## config.mk

```make
export PLATFORM = sky130hd
export DESIGN_NAME = pmsf_top
export DESIGN_NICKNAME = d
export VERILOG_FILES = /design/src/pmsf_pkg.sv /design/src/pmsf_match.sv /design/src/pmsf_top.sv
export SDC_FILE = /design/constraint.sdc
export NUM_CORES = 2
export LEC_CHECK = 0
export BUFFER_PORTS_ARGS = -buffer_cell sky130_fd_sc_hd__buf_2
export CAP_MARGIN = 5
export CORE_ASPECT_RATIO = 0.7
export CORE_MARGIN = 5
export CORE_UTILIZATION = 40
export CTS_BUF_LIST = sky130_fd_sc_hd__clkbuf_16
export DETAILED_ROUTE_END_ITERATION = 8
export GPL_ROUTABILITY_DRIVEN = 0
export HOLD_SLACK_MARGIN = 0.03
export PLACE_DENSITY = 0.53
export SKIP_CTS_REPAIR_TIMING = 1
export SLEW_MARGIN = 5
export SYNTH_ARGS = -nofsm -noshare
export SYNTH_HDL_FRONTEND = slang
export SYNTH_HIERARCHICAL = 1
export SYNTH_SLANG_ARGS = --single-unit
```

## constraint.sdc

```tcl
create_clock -name ref_clk -period 17.9 [get_ports ref_clk]
set_input_delay 3.58 -clock ref_clk [delete_from_list [all_inputs] [get_ports ref_clk]]
set_output_delay 3.58 -clock ref_clk [all_outputs]
set_load 0.01 [all_outputs]
```

## src/pmsf_pkg.sv

```systemverilog
// package: constants and types for the port mac security filter
// Operation
// - secured port forwards only table-matched sources
// - secured port drops unmatched source frames
// - unsecured port forwards every frame
// - learn only when port active and learning
// - cap dynamic learned count at port limit
// - limit range 0..16384, zero means unlimited
// - freeze turns listed ports' dynamic entries static
// - freeze sets secure, clears learn, listed ports
// - global enable gates whole security function; the code still applies port limits and freeze with it off
// - all-ports write copies into every port
// - working settings volatile until explicit save
// - shared table holds at most 32K entries
package pmsf_pkg;

  // ****************************************************************
  // sizes
  // ****************************************************************
  localparam int NPORTS     = 8;
  localparam int PW         = 3;
  localparam int TBL_DEPTH  = 16;
  localparam int TW         = 4;
  localparam int LIM_W      = 15;
  localparam int CNT_W      = 16;
  localparam logic [LIM_W-1:0] LIMIT_MAX   = 15'h4000;
  localparam logic [CNT_W-1:0] TOTAL_MAX   = 16'h8000;
  localparam logic [7:0]       AGE_RESET   = 8'hff;

  // ****************************************************************
  // register map
  // ****************************************************************
  localparam logic [7:0] A_GLOBAL  = 8'h00;
  localparam logic [7:0] A_ALLPORT = 8'h04;
  localparam logic [7:0] A_FREEZE  = 8'h08;
  localparam logic [7:0] A_SAVE    = 8'h0c;
  localparam logic [7:0] A_STATUS  = 8'h10;
  localparam logic [7:0] A_PORT0   = 8'h20;
  localparam logic [7:0] A_CNT0    = 8'h40;

  // port config word fields
  localparam int F_SEC   = 0;
  localparam int F_LEARN = 1;
  localparam int F_LIM   = 16;

  typedef struct packed {
    logic             secure;
    logic             learn;
    logic [LIM_W-1:0] limit;
  } pmsf_cfg_t;

  localparam pmsf_cfg_t CFG_RESET = '{secure: 1'b0, learn: 1'b1,
                                      limit: 15'h0000};

  typedef struct packed {
    logic          valid;
    logic          stat;
    logic [PW-1:0] port;
    logic [47:0]   mac;
    logic [7:0]    age;
  } pmsf_ent_t;

  typedef struct packed {
    logic          valid;
    logic [PW-1:0] port;
    logic          link_up;
    logic [47:0]   mac;
  } pmsf_frm_t;

  typedef enum logic [1:0] {FRZ_IDLE, FRZ_WALK} pmsf_frz_t;

endpackage

```

## src/pmsf_match.sv

```systemverilog
// module: table lookup of a source address, one compare per entry
`timescale 1ns/1ns
module pmsf_match
  import pmsf_pkg::*;
(
  input  pmsf_ent_t [TBL_DEPTH-1:0] tbl,
  input  wire logic [47:0]          mac,
  output logic                      hit,
  output logic [TW-1:0]             hit_idx,
  output logic                      free,
  output logic [TW-1:0]             free_idx
);

  logic [TBL_DEPTH-1:0] eq;
  logic [TBL_DEPTH-1:0] empty;

  // ****************************************************************
  // per entry compare
  // ****************************************************************
  genvar g;
  generate
    for (g = 0; g < TBL_DEPTH; g++) begin : g_cmp
      assign eq[g]    = tbl[g].valid && (tbl[g].mac == mac);
      assign empty[g] = !tbl[g].valid;
    end
  endgenerate

  always_comb begin
    hit      = 1'b0;
    hit_idx  = '0;
    free     = 1'b0;
    free_idx = '0;
    for (int i = TBL_DEPTH - 1; i >= 0; i--) begin
      if (eq[i]) begin
        hit     = 1'b1;
        hit_idx = TW'(i);
      end
      if (empty[i]) begin
        free     = 1'b1;
        free_idx = TW'(i);
      end
    end
  end

endmodule

```

## src/pmsf_top.sv

```systemverilog
// module: per-port source address admission filter with ahb-lite regs
//
// Our own choices: the address map and the AHB-Lite interface to the registers.
`timescale 1ns/1ns
module pmsf_top
  import pmsf_pkg::*;
(
  input  wire logic        ref_clk,
  input  wire logic        rst,
  input  wire logic        hsel,
  input  wire logic [31:0] haddr,
  input  wire logic [1:0]  htrans,
  input  wire logic        hwrite,
  input  wire logic [2:0]  hsize,
  input  wire logic [31:0] hwdata,
  input  wire logic        hready,
  output logic      [31:0] hrdata,
  output logic             hreadyout,
  output logic             hresp,
  input  pmsf_frm_t        frm_in,
  input  wire logic        age_tick,
  output logic             fwd_q,
  output logic             drop_q,
  output logic             save_req_q
);

  // ****************************************************************
  // state
  // ****************************************************************
  pmsf_cfg_t [NPORTS-1:0]    cfg_q;
  pmsf_cfg_t                 all_q;
  logic                      gen_q;
  pmsf_ent_t [TBL_DEPTH-1:0] tbl_q;
  logic [CNT_W-1:0]          cnt_q [NPORTS];
  logic [CNT_W-1:0]          total_q;
  logic [NPORTS-1:0]         frz_list_q;
  pmsf_frz_t                 frz_q;
  logic [TW-1:0]             frz_idx_q;
  logic                      ap_wr_q;
  logic [7:0]                ap_addr_q;
  logic [31:0]               rdata_d;

  logic                      hit;
  logic [TW-1:0]             hit_idx;
  logic                      free;
  logic [TW-1:0]             free_idx;

  pmsf_match u_match (
    .tbl      (tbl_q),
    .mac      (frm_in.mac),
    .hit      (hit),
    .hit_idx  (hit_idx),
    .free     (free),
    .free_idx (free_idx)
  );

  // ****************************************************************
  // ahb-lite slave, zero wait states
  // ****************************************************************
  wire ap_ok = hsel && hready && htrans[1];
  wire wr_go = ap_wr_q;
  wire [31:0] wd = hwdata;

  always_ff @(posedge ref_clk) begin
    if (rst) begin
      ap_wr_q   <= 1'b0;
      ap_addr_q <= 8'h00;
    end else begin
      ap_wr_q <= ap_ok && hwrite;
      if (ap_ok) begin
        ap_addr_q <= haddr[7:0];
      end
    end
  end

  assign hreadyout = 1'b1;
  assign hresp     = 1'b0;

  always_comb begin
    rdata_d = 32'h0000_0000;
    if (haddr[7:0] == A_GLOBAL) begin
      rdata_d = {31'h0, gen_q};
    end else if (haddr[7:0] == A_ALLPORT) begin
      rdata_d = {1'b0, all_q.limit, 14'h0, all_q.learn, all_q.secure};
    end else if (haddr[7:0] == A_FREEZE) begin
      rdata_d = {23'h0, frz_q == FRZ_WALK, frz_list_q};
    end else if (haddr[7:0] == A_STATUS) begin
      rdata_d = {16'h0, total_q};
    end else if (haddr[7:5] == A_PORT0[7:5] &&
                 haddr[1:0] == 2'b00) begin
      rdata_d = {1'b0, cfg_q[haddr[4:2]].limit, 14'h0,
                 cfg_q[haddr[4:2]].learn, cfg_q[haddr[4:2]].secure};
    end else if (haddr[7:5] == A_CNT0[7:5] &&
                 haddr[1:0] == 2'b00) begin
      rdata_d = {16'h0, cnt_q[haddr[4:2]]};
    end
  end

  always_ff @(posedge ref_clk) begin
    if (rst) begin
      hrdata <= 32'h0000_0000;
    end else if (ap_ok && !hwrite) begin
      hrdata <= rdata_d;
    end
  end

  // clamp a written limit into range
  function automatic logic [LIM_W-1:0] clamp_lim(input logic [14:0] v);
    clamp_lim = (v > LIMIT_MAX) ? LIMIT_MAX : v;
  endfunction

  wire port_wr = wr_go && ap_addr_q[7:5] == A_PORT0[7:5] &&
                 ap_addr_q[1:0] == 2'b00;
  wire [PW-1:0] wr_port = ap_addr_q[4:2];
  wire frz_start = wr_go && ap_addr_q == A_FREEZE && frz_q == FRZ_IDLE;

  // ****************************************************************
  // global enable and save request
  // ****************************************************************
  always_ff @(posedge ref_clk) begin
    if (rst) begin
      gen_q      <= 1'b0;
      save_req_q <= 1'b0;
    end else begin
      if (wr_go && ap_addr_q == A_GLOBAL) begin
        gen_q <= wd[0];
      end
      save_req_q <= wr_go && ap_addr_q == A_SAVE && wd[0];
    end
  end

  // ****************************************************************
  // port configuration
  // ****************************************************************
  always_ff @(posedge ref_clk) begin
    if (rst) begin
      all_q <= CFG_RESET;
      for (int p = 0; p < NPORTS; p++) begin
        cfg_q[p] <= CFG_RESET;
      end
    end else begin
      if (wr_go && ap_addr_q == A_ALLPORT) begin
        all_q.secure <= wd[F_SEC];
        all_q.learn  <= wd[F_LEARN];
        all_q.limit  <= clamp_lim(wd[F_LIM +: LIM_W]);
        for (int p = 0; p < NPORTS; p++) begin
          cfg_q[p].secure <= wd[F_SEC];
          cfg_q[p].learn  <= wd[F_LEARN];
          cfg_q[p].limit  <= clamp_lim(wd[F_LIM +: LIM_W]);
        end
      end else if (port_wr) begin
        cfg_q[wr_port].secure <= wd[F_SEC];
        cfg_q[wr_port].learn  <= wd[F_LEARN];
        cfg_q[wr_port].limit  <= clamp_lim(wd[F_LIM +: LIM_W]);
      end else if (frz_start) begin
        for (int p = 0; p < NPORTS; p++) begin
          if (wd[p]) begin
            cfg_q[p].secure <= 1'b1;
            cfg_q[p].learn  <= 1'b0;
          end
        end
      end
    end
  end

  // ****************************************************************
  // admission decision
  // ****************************************************************
  wire [PW-1:0] fp = frm_in.port;
  wire sec_on = gen_q && cfg_q[fp].secure;
  wire lrn_on = !gen_q || cfg_q[fp].learn;
  wire own_hit = hit && tbl_q[hit_idx].port == fp;
  wire lim_ok = cfg_q[fp].limit == '0 ||
                cnt_q[fp] < CNT_W'(cfg_q[fp].limit);
  wire can_learn = frm_in.valid && frm_in.link_up && lrn_on && !hit &&
                   free && lim_ok && total_q < TOTAL_MAX &&
                   frz_q == FRZ_IDLE;

  always_ff @(posedge ref_clk) begin
    if (rst) begin
      fwd_q  <= 1'b0;
      drop_q <= 1'b0;
    end else begin
      fwd_q  <= 1'b0;
      drop_q <= 1'b0;
      if (frm_in.valid) begin
        if (!sec_on) begin
          fwd_q <= 1'b1;
        end else if (own_hit) begin
          fwd_q <= 1'b1;
        end else begin
          drop_q <= 1'b1;
        end
      end
    end
  end

  // ****************************************************************
  // address table, aging and freeze walk
  // ****************************************************************
  logic [NPORTS-1:0]    inc_p;
  logic [TW:0]          dec_n [NPORTS];
  logic [TBL_DEPTH-1:0] aged;
  logic [TBL_DEPTH-1:0] frz_rm;

  genvar g;
  generate
    for (g = 0; g < TBL_DEPTH; g++) begin : g_age
      assign aged[g] = age_tick && tbl_q[g].valid && !tbl_q[g].stat &&
                       tbl_q[g].age == 8'h00;
      assign frz_rm[g] = frz_q == FRZ_WALK && frz_idx_q == TW'(g) &&
                         tbl_q[g].valid && !tbl_q[g].stat && !aged[g] &&
                         frz_list_q[tbl_q[g].port];
    end
  endgenerate

  always_ff @(posedge ref_clk) begin
    if (rst) begin
      tbl_q <= '0;
    end else begin
      for (int i = 0; i < TBL_DEPTH; i++) begin
        if (aged[i]) begin
          tbl_q[i].valid <= 1'b0;
        end else if (age_tick && tbl_q[i].valid && !tbl_q[i].stat) begin
          tbl_q[i].age <= tbl_q[i].age - 8'h01;
        end
      end
      if (hit && frm_in.valid && !tbl_q[hit_idx].stat) begin
        tbl_q[hit_idx].age <= AGE_RESET;
      end
      if (can_learn) begin
        tbl_q[free_idx] <= '{valid: 1'b1, stat: 1'b0, port: fp,
                             mac: frm_in.mac, age: AGE_RESET};
      end
      if (frz_q == FRZ_WALK && tbl_q[frz_idx_q].valid &&
          frz_list_q[tbl_q[frz_idx_q].port]) begin
        tbl_q[frz_idx_q].stat <= 1'b1;
      end
    end
  end

  always_ff @(posedge ref_clk) begin
    if (rst) begin
      frz_q      <= FRZ_IDLE;
      frz_idx_q  <= '0;
      frz_list_q <= '0;
    end else begin
      case (frz_q)
        FRZ_IDLE: begin
          if (frz_start) begin
            frz_list_q <= wd[NPORTS-1:0];
            frz_idx_q  <= '0;
            frz_q      <= FRZ_WALK;
          end
        end
        FRZ_WALK: begin
          frz_idx_q <= frz_idx_q + 1'b1;
          if (frz_idx_q == TW'(TBL_DEPTH - 1)) begin
            frz_q <= FRZ_IDLE;
          end
        end
        default: frz_q <= FRZ_IDLE;
      endcase
    end
  end

  // ****************************************************************
  // learned counters
  // ****************************************************************
  always_comb begin
    inc_p = '0;
    if (can_learn) begin
      inc_p[fp] = 1'b1;
    end
  end

  // ****************************************************************
  // removal counts per port
  // ****************************************************************
  // several entries of one port may leave in one cycle
  always_comb begin
    for (int p = 0; p < NPORTS; p++) begin
      dec_n[p] = '0;
      for (int i = 0; i < TBL_DEPTH; i++) begin
        if ((aged[i] || frz_rm[i]) && tbl_q[i].port == PW'(p)) begin
          dec_n[p] = dec_n[p] + 1'b1;
        end
      end
    end
  end

  always_ff @(posedge ref_clk) begin
    if (rst) begin
      for (int p = 0; p < NPORTS; p++) begin
        cnt_q[p] <= '0;
      end
      total_q <= '0;
    end else begin
      for (int p = 0; p < NPORTS; p++) begin
        // aged and freeze decrement
        // saturate at zero on a stray removal
        if (cnt_q[p] + CNT_W'(inc_p[p]) >= CNT_W'(dec_n[p])) begin
          cnt_q[p] <= cnt_q[p] + CNT_W'(inc_p[p]) - CNT_W'(dec_n[p]);
        end else begin
          cnt_q[p] <= '0;
        end
      end
      total_q <= total_q + CNT_W'(can_learn) -
                 CNT_W'($countones(aged));
    end
  end

endmodule

```

* Yosys cells after proc, flatten, opt, wreduce, memory -nomap -nowiden
Memory sizes are Yosys's and may differ from the RTL's. Cells that the tools add are included.
Cells by class: $add $sub $neg 170, $lt $le $gt $ge 39, eq/ne operators 156, muxes and demuxes 454, bitwise gates (word level) 18, reductions and logical operators 421
Operator list (number):
- $mux W976 | 5
- $bwmux W976 | 3
- $eq A48 B48 Y1 | 16
- $demux W61 S4 | 3
- $add A5 B1 Y5 const B | 120
- $mux W5 | 120
- $bmux W61 S4 | 2
- $bwmux W136 | 3
- $mux W8 | 50
- $logic_and A1 B1 Y1 | 304
- $mux W16 | 18
- $eq A3 B3 Y1 const B | 64
- $mux W31 | 5
- $demux W17 S3 | 3
- $mux W15 | 10
- $add A16 B1 Y16 | 9
- $logic_not A8 Y1 | 18
- $sub A16 B5 Y16 | 9
- $mux W1 | 143
- $mux W136 | 1
- $mux W4 | 33
- $ge A16 B5 Y1 | 8
- $sub A8 B1 Y8 const B | 16
- $mux W61 | 2
- other kinds (46) | 293
Storage, ports and cells: bits in registers 1204, RAM bits 128, input port bits 128, output and inout port bits 37, memories kept 1
Memories:
- cnt_q | depth 8, bits a word 16, read ports 10, clocked after Yosys merged registers in 0, write ports 8, RTL line pmsf_top.sv:34 | logic [CNT_W-1:0] cnt_q [NPORTS];

* Depth between registers and ports, before layout
word-level depth 45, depth in mapped cells 63, mapped depth without buffers 62

* Cells and area by module
The synthesis kept the hierarchy.
By module, submodules not included:
- pmsf_top | times used 1, cells each 10004, area each 78963.2 sq um, seq. area each 27906.8 sq um
- pmsf_match | times used 1, cells each 1267, area each 9504.1 sq um, seq. area each 0.0 sq um

* Worst setup path after synthesis
No wires, ideal clock.
path kind input -> register, start point input age_tick, end point memory cnt_q[6][10] (data pin), arrival time 14.633 ns, required time 17.634 ns, slack 3.001 ns, stages on the path 53, path buffers 4, path through buf_4 clkbuf_1 nand4_1 o31a_1 clkbuf_1 nor2_1 ha_1 xnor2_1 inv_1 ha_1 nand2_1 o21ai_0 ha_1 xnor3_1 and3_1 a211oi_1 ha_1 xnor2_1 [17 not listed] mux2i_1 a31oi_1 o21a_1 ha_1 mux2_2 ha_1 nand2_1 a2111oi_0 a311oi_1 xnor3_1 ha_1 nor2b_1 nor3_1 nand2_1 nor3_1 a31o_2 buf_1 nor2_1
RTL lines:
- start, declared | RTL line pmsf_top.sv:21 | input wire logic age_tick,
- end, declared | RTL line pmsf_top.sv:34

==> impl_metrics.ini <==
[clock_network]
clkLatencyLatePin_ns = 0.80
root_buffer = clkbuf_16
cts_tree = yes
htree_levels = 4
cts.path.max_buffers = 3
cts_buffers = 147
path_clk_slew_ns = 0.06
cts_sinks = 1330

[critical_path]
worstPathArrival_ns = 16.51
crit_path_start_kind = input pin
critPathMaxStageDelay_ns = 0.67
crit_required_ns = 18.41
critPathCaptureType = flop
cpMostUsedCell = ha_1
crit_fanout = 16
worst_path_max_delay_cell = a211oi_1
critPathKind = input pin to flop

[power]
power.density_nw_per_um2 = 75.54
ir_worst_vdd_uv = 91.57
leakage_nw = 34.24

[logic_synthesis]
synthFlopType = dfxtp_1
yosysSeqAreaShare = 0.3154
syn_area_um2 = 88470
synth-xor-area-share = 0.1471
syn_inst = 11271
yosys.area_share.simple = 0.2286
ys_types = 117
synthMuxAreaShare = 0.05082
yosys_register_bits = 1330
synthArstFlopShare = 0
synth_edf_count = 128
synth_top_family_by_area = simple AND/OR/NAND/NOR gates
synth.avg_cell_area_um2 = 7.849
yosys_warnings = 6
synthAdderAreaFrac = 0.04319
synth_compound_area_frac = 0.1618

[sta]
fin_skew_ns = 0.06078
drv_slew = 0
setup_viol = 0
worst_pin_slew_ns = 1.263
setup_tns_ns = 0
min_period_over_period = 0.8939
maxSlewHeadroom = 0.1526
hold_violations = 0
rsz0062_at_grt = no
period_needed_ns = 16.00
fmax_mhz = 62.50

[grt]
overflow = 0
grt_use_total = 0.2686
grt_max_degree = 194
antenna_found_initial = 12
grt_pass1_vias = 73907
grt_pass1_wl_um = 479200

[detailed_routing]
vias_per_cell = 5.789
ant_nets = 0
wl_per_cell_um = 22.88
drc = 0
drt_iter0_markers = 9035
vias = 81509
firstDrtPassIters = 7
drt_wl_total_um = 322200

[die]
core_um2 = 220000
floorplan.rows = 144
die_area_um2 = 230800
io_pins = 165
fp.dieW_um = 572.1
fp.dieH_um = 403.5
start_util = 0.4021

[layout]
multi_input_area_um2 = 56600
final_core_util = 0.4378
fin_nets = 11455
area_growth_pct = 8.876
final_common_cell = nand2_1
drive_above_1_share = 0.07763
final.fill_count = 21816
final_cell_mix = nand2_1 (2419), a21oi_1 (1302), dfxtp_1 (1202), xnor2_1 (722), xor2_1 (633)
regArea_um2 = 27910

[flow_run]
max_cap_violations = 0

[placement]
placement.io_buffers = 124
dp_hpwl_um = 226600

[worst_hold_path]
min_path_type = flop to flop

[run_status]
outcome = complete, no violations
cell usage after synthesis, drive strengths merged, types with 75 or more instances:
| cell type | n | area share |
|---|---|---|
| xor2 | 637 | 0.063 |
| nor2 | 549 | 0.023 |
| mux4 | 136 | 0.035 |
| buf | 144 | 0.0090 |
| o21ai | 232 | 0.013 |
| nand2 | 2419 | 0.10 |
| nand4 | 174 | 0.012 |
| mux2i | 109 | 0.012 |
| nor3 | 194 | 0.011 |
| dfxtp | 1202 | 0.27 |
| a21oi | 1304 | 0.074 |
| nor2b | 84 | 0.0059 |
| edfxtp | 128 | 0.043 |
| inv | 338 | 0.014 |
| xnor2 | 737 | 0.075 |
| nor4 | 172 | 0.013 |
| a22oi | 147 | 0.012 |
| clkbuf | 696 | 0.030 |
| and3 | 119 | 0.0084 |
| nand3 | 262 | 0.015 |
| ha | 263 | 0.037 |
| and2 | 75 | 0.0053 |
layer usage:
layer / vias up / part of all wire / global-route usage / wire, µm
met5: - / 0.000056 / 0 / 18
met4: 2 / 0.023 / 0.06253 / 7371
met3: 422 / 0.096 / 0.05578 / 30860
met2: 3325 / 0.40 / 0.3746 / 128500
met1: 39369 / 0.48 / 0.4167 / 155400
li1: 38391 / - / - / -
where the power goes:
part           total [W]  leakage [nW]  switching (W)  internal (W)
clock            0.00298          2.41        0.00135       0.00164
combinational    0.00114          20.8       0.000692      0.000443
sequential       0.00316          11.0      0.0000828       0.00307
worst max-delay path: cells and delay by family:
kind / cells / cell delay [ns]
mux: 4 / 1.07
fa+ha+maj: 10 / 3.12
buf+inv: 5 / 0.83
xor+xnor: 7 / 1.71
compound gates: 13 / 3.75
simple gates: 13 / 2.44
kinds of logic (layout without fill, tap and decap cells):
| group | Yosys count | after routing |
|---|---|---|
| AO/OA/AOI/OAI | 2357 | 2357 |
| XOR/XNOR | 1409 | 1409 |
| adder cells (fa/ha/maj) | 293 | 293 |
| buffers and inverters | 1182 | 937 |
| flip-flops | 1330 | 1330 |
| multiplexers | 275 | 275 |
| other | 2 | 136 |
| AND/OR/NAND/NOR | 4423 | 4423 |
path summary, 6_finish.rpt:
path	start	endpoint	slack, ns	depth (start not counted)
max	age_tick	cnt_q[7][3]	1.90	52
min reg2reg	tbl_q[908]	tbl_q[908]	0.45	2
max reg2reg	frz_idx_q[0]	cnt_q[6][6]	3.62	50
min	tbl_q[908]	tbl_q[908]	0.45	2
flip-flops by register name, summed over array words and instances (netlist names), 8 cells and up:
name / count
all_q: 17
ap_addr_q: 8
cfg_q: 136
cnt_q: 128
frz_list_q: 8
hrdata: 31
tbl_q: 976
total_q: 16
metrics by stage:
stage                     cell area, µm²  cells  setup WS (ns)  hold WS (ns)  power, W
after floorplan                    88950  11400          3.001        0.4319  0.004016
after global placement             91650  13812          1.541        0.4383  0.004317
after detailed placement           91650  13812          1.455        0.4456  0.004338
after CTS                          96310  14075          2.281        0.4529  0.007327
after global routing               96310  14075          1.163        0.4680  0.007582
final                              96320  14080          1.899        0.4501  0.007276
final cells by class:
| cell class | instances | share of cell area |
|---|---|---|
| diodes | 5 | 0.0001299 |
| clock buffers | 150 | 0.03897 |
| clock inverters | 113 | 0.009379 |
| inverters | 342 | 0.01334 |
| multi-input cells | 8888 | 0.5876 |
| flip-flops and latches | 1330 | 0.2897 |
| well taps | 2920 | 0.03793 |
| repair buffers | 332 | 0.02294 |
Power figures use the tool's default switching activity.
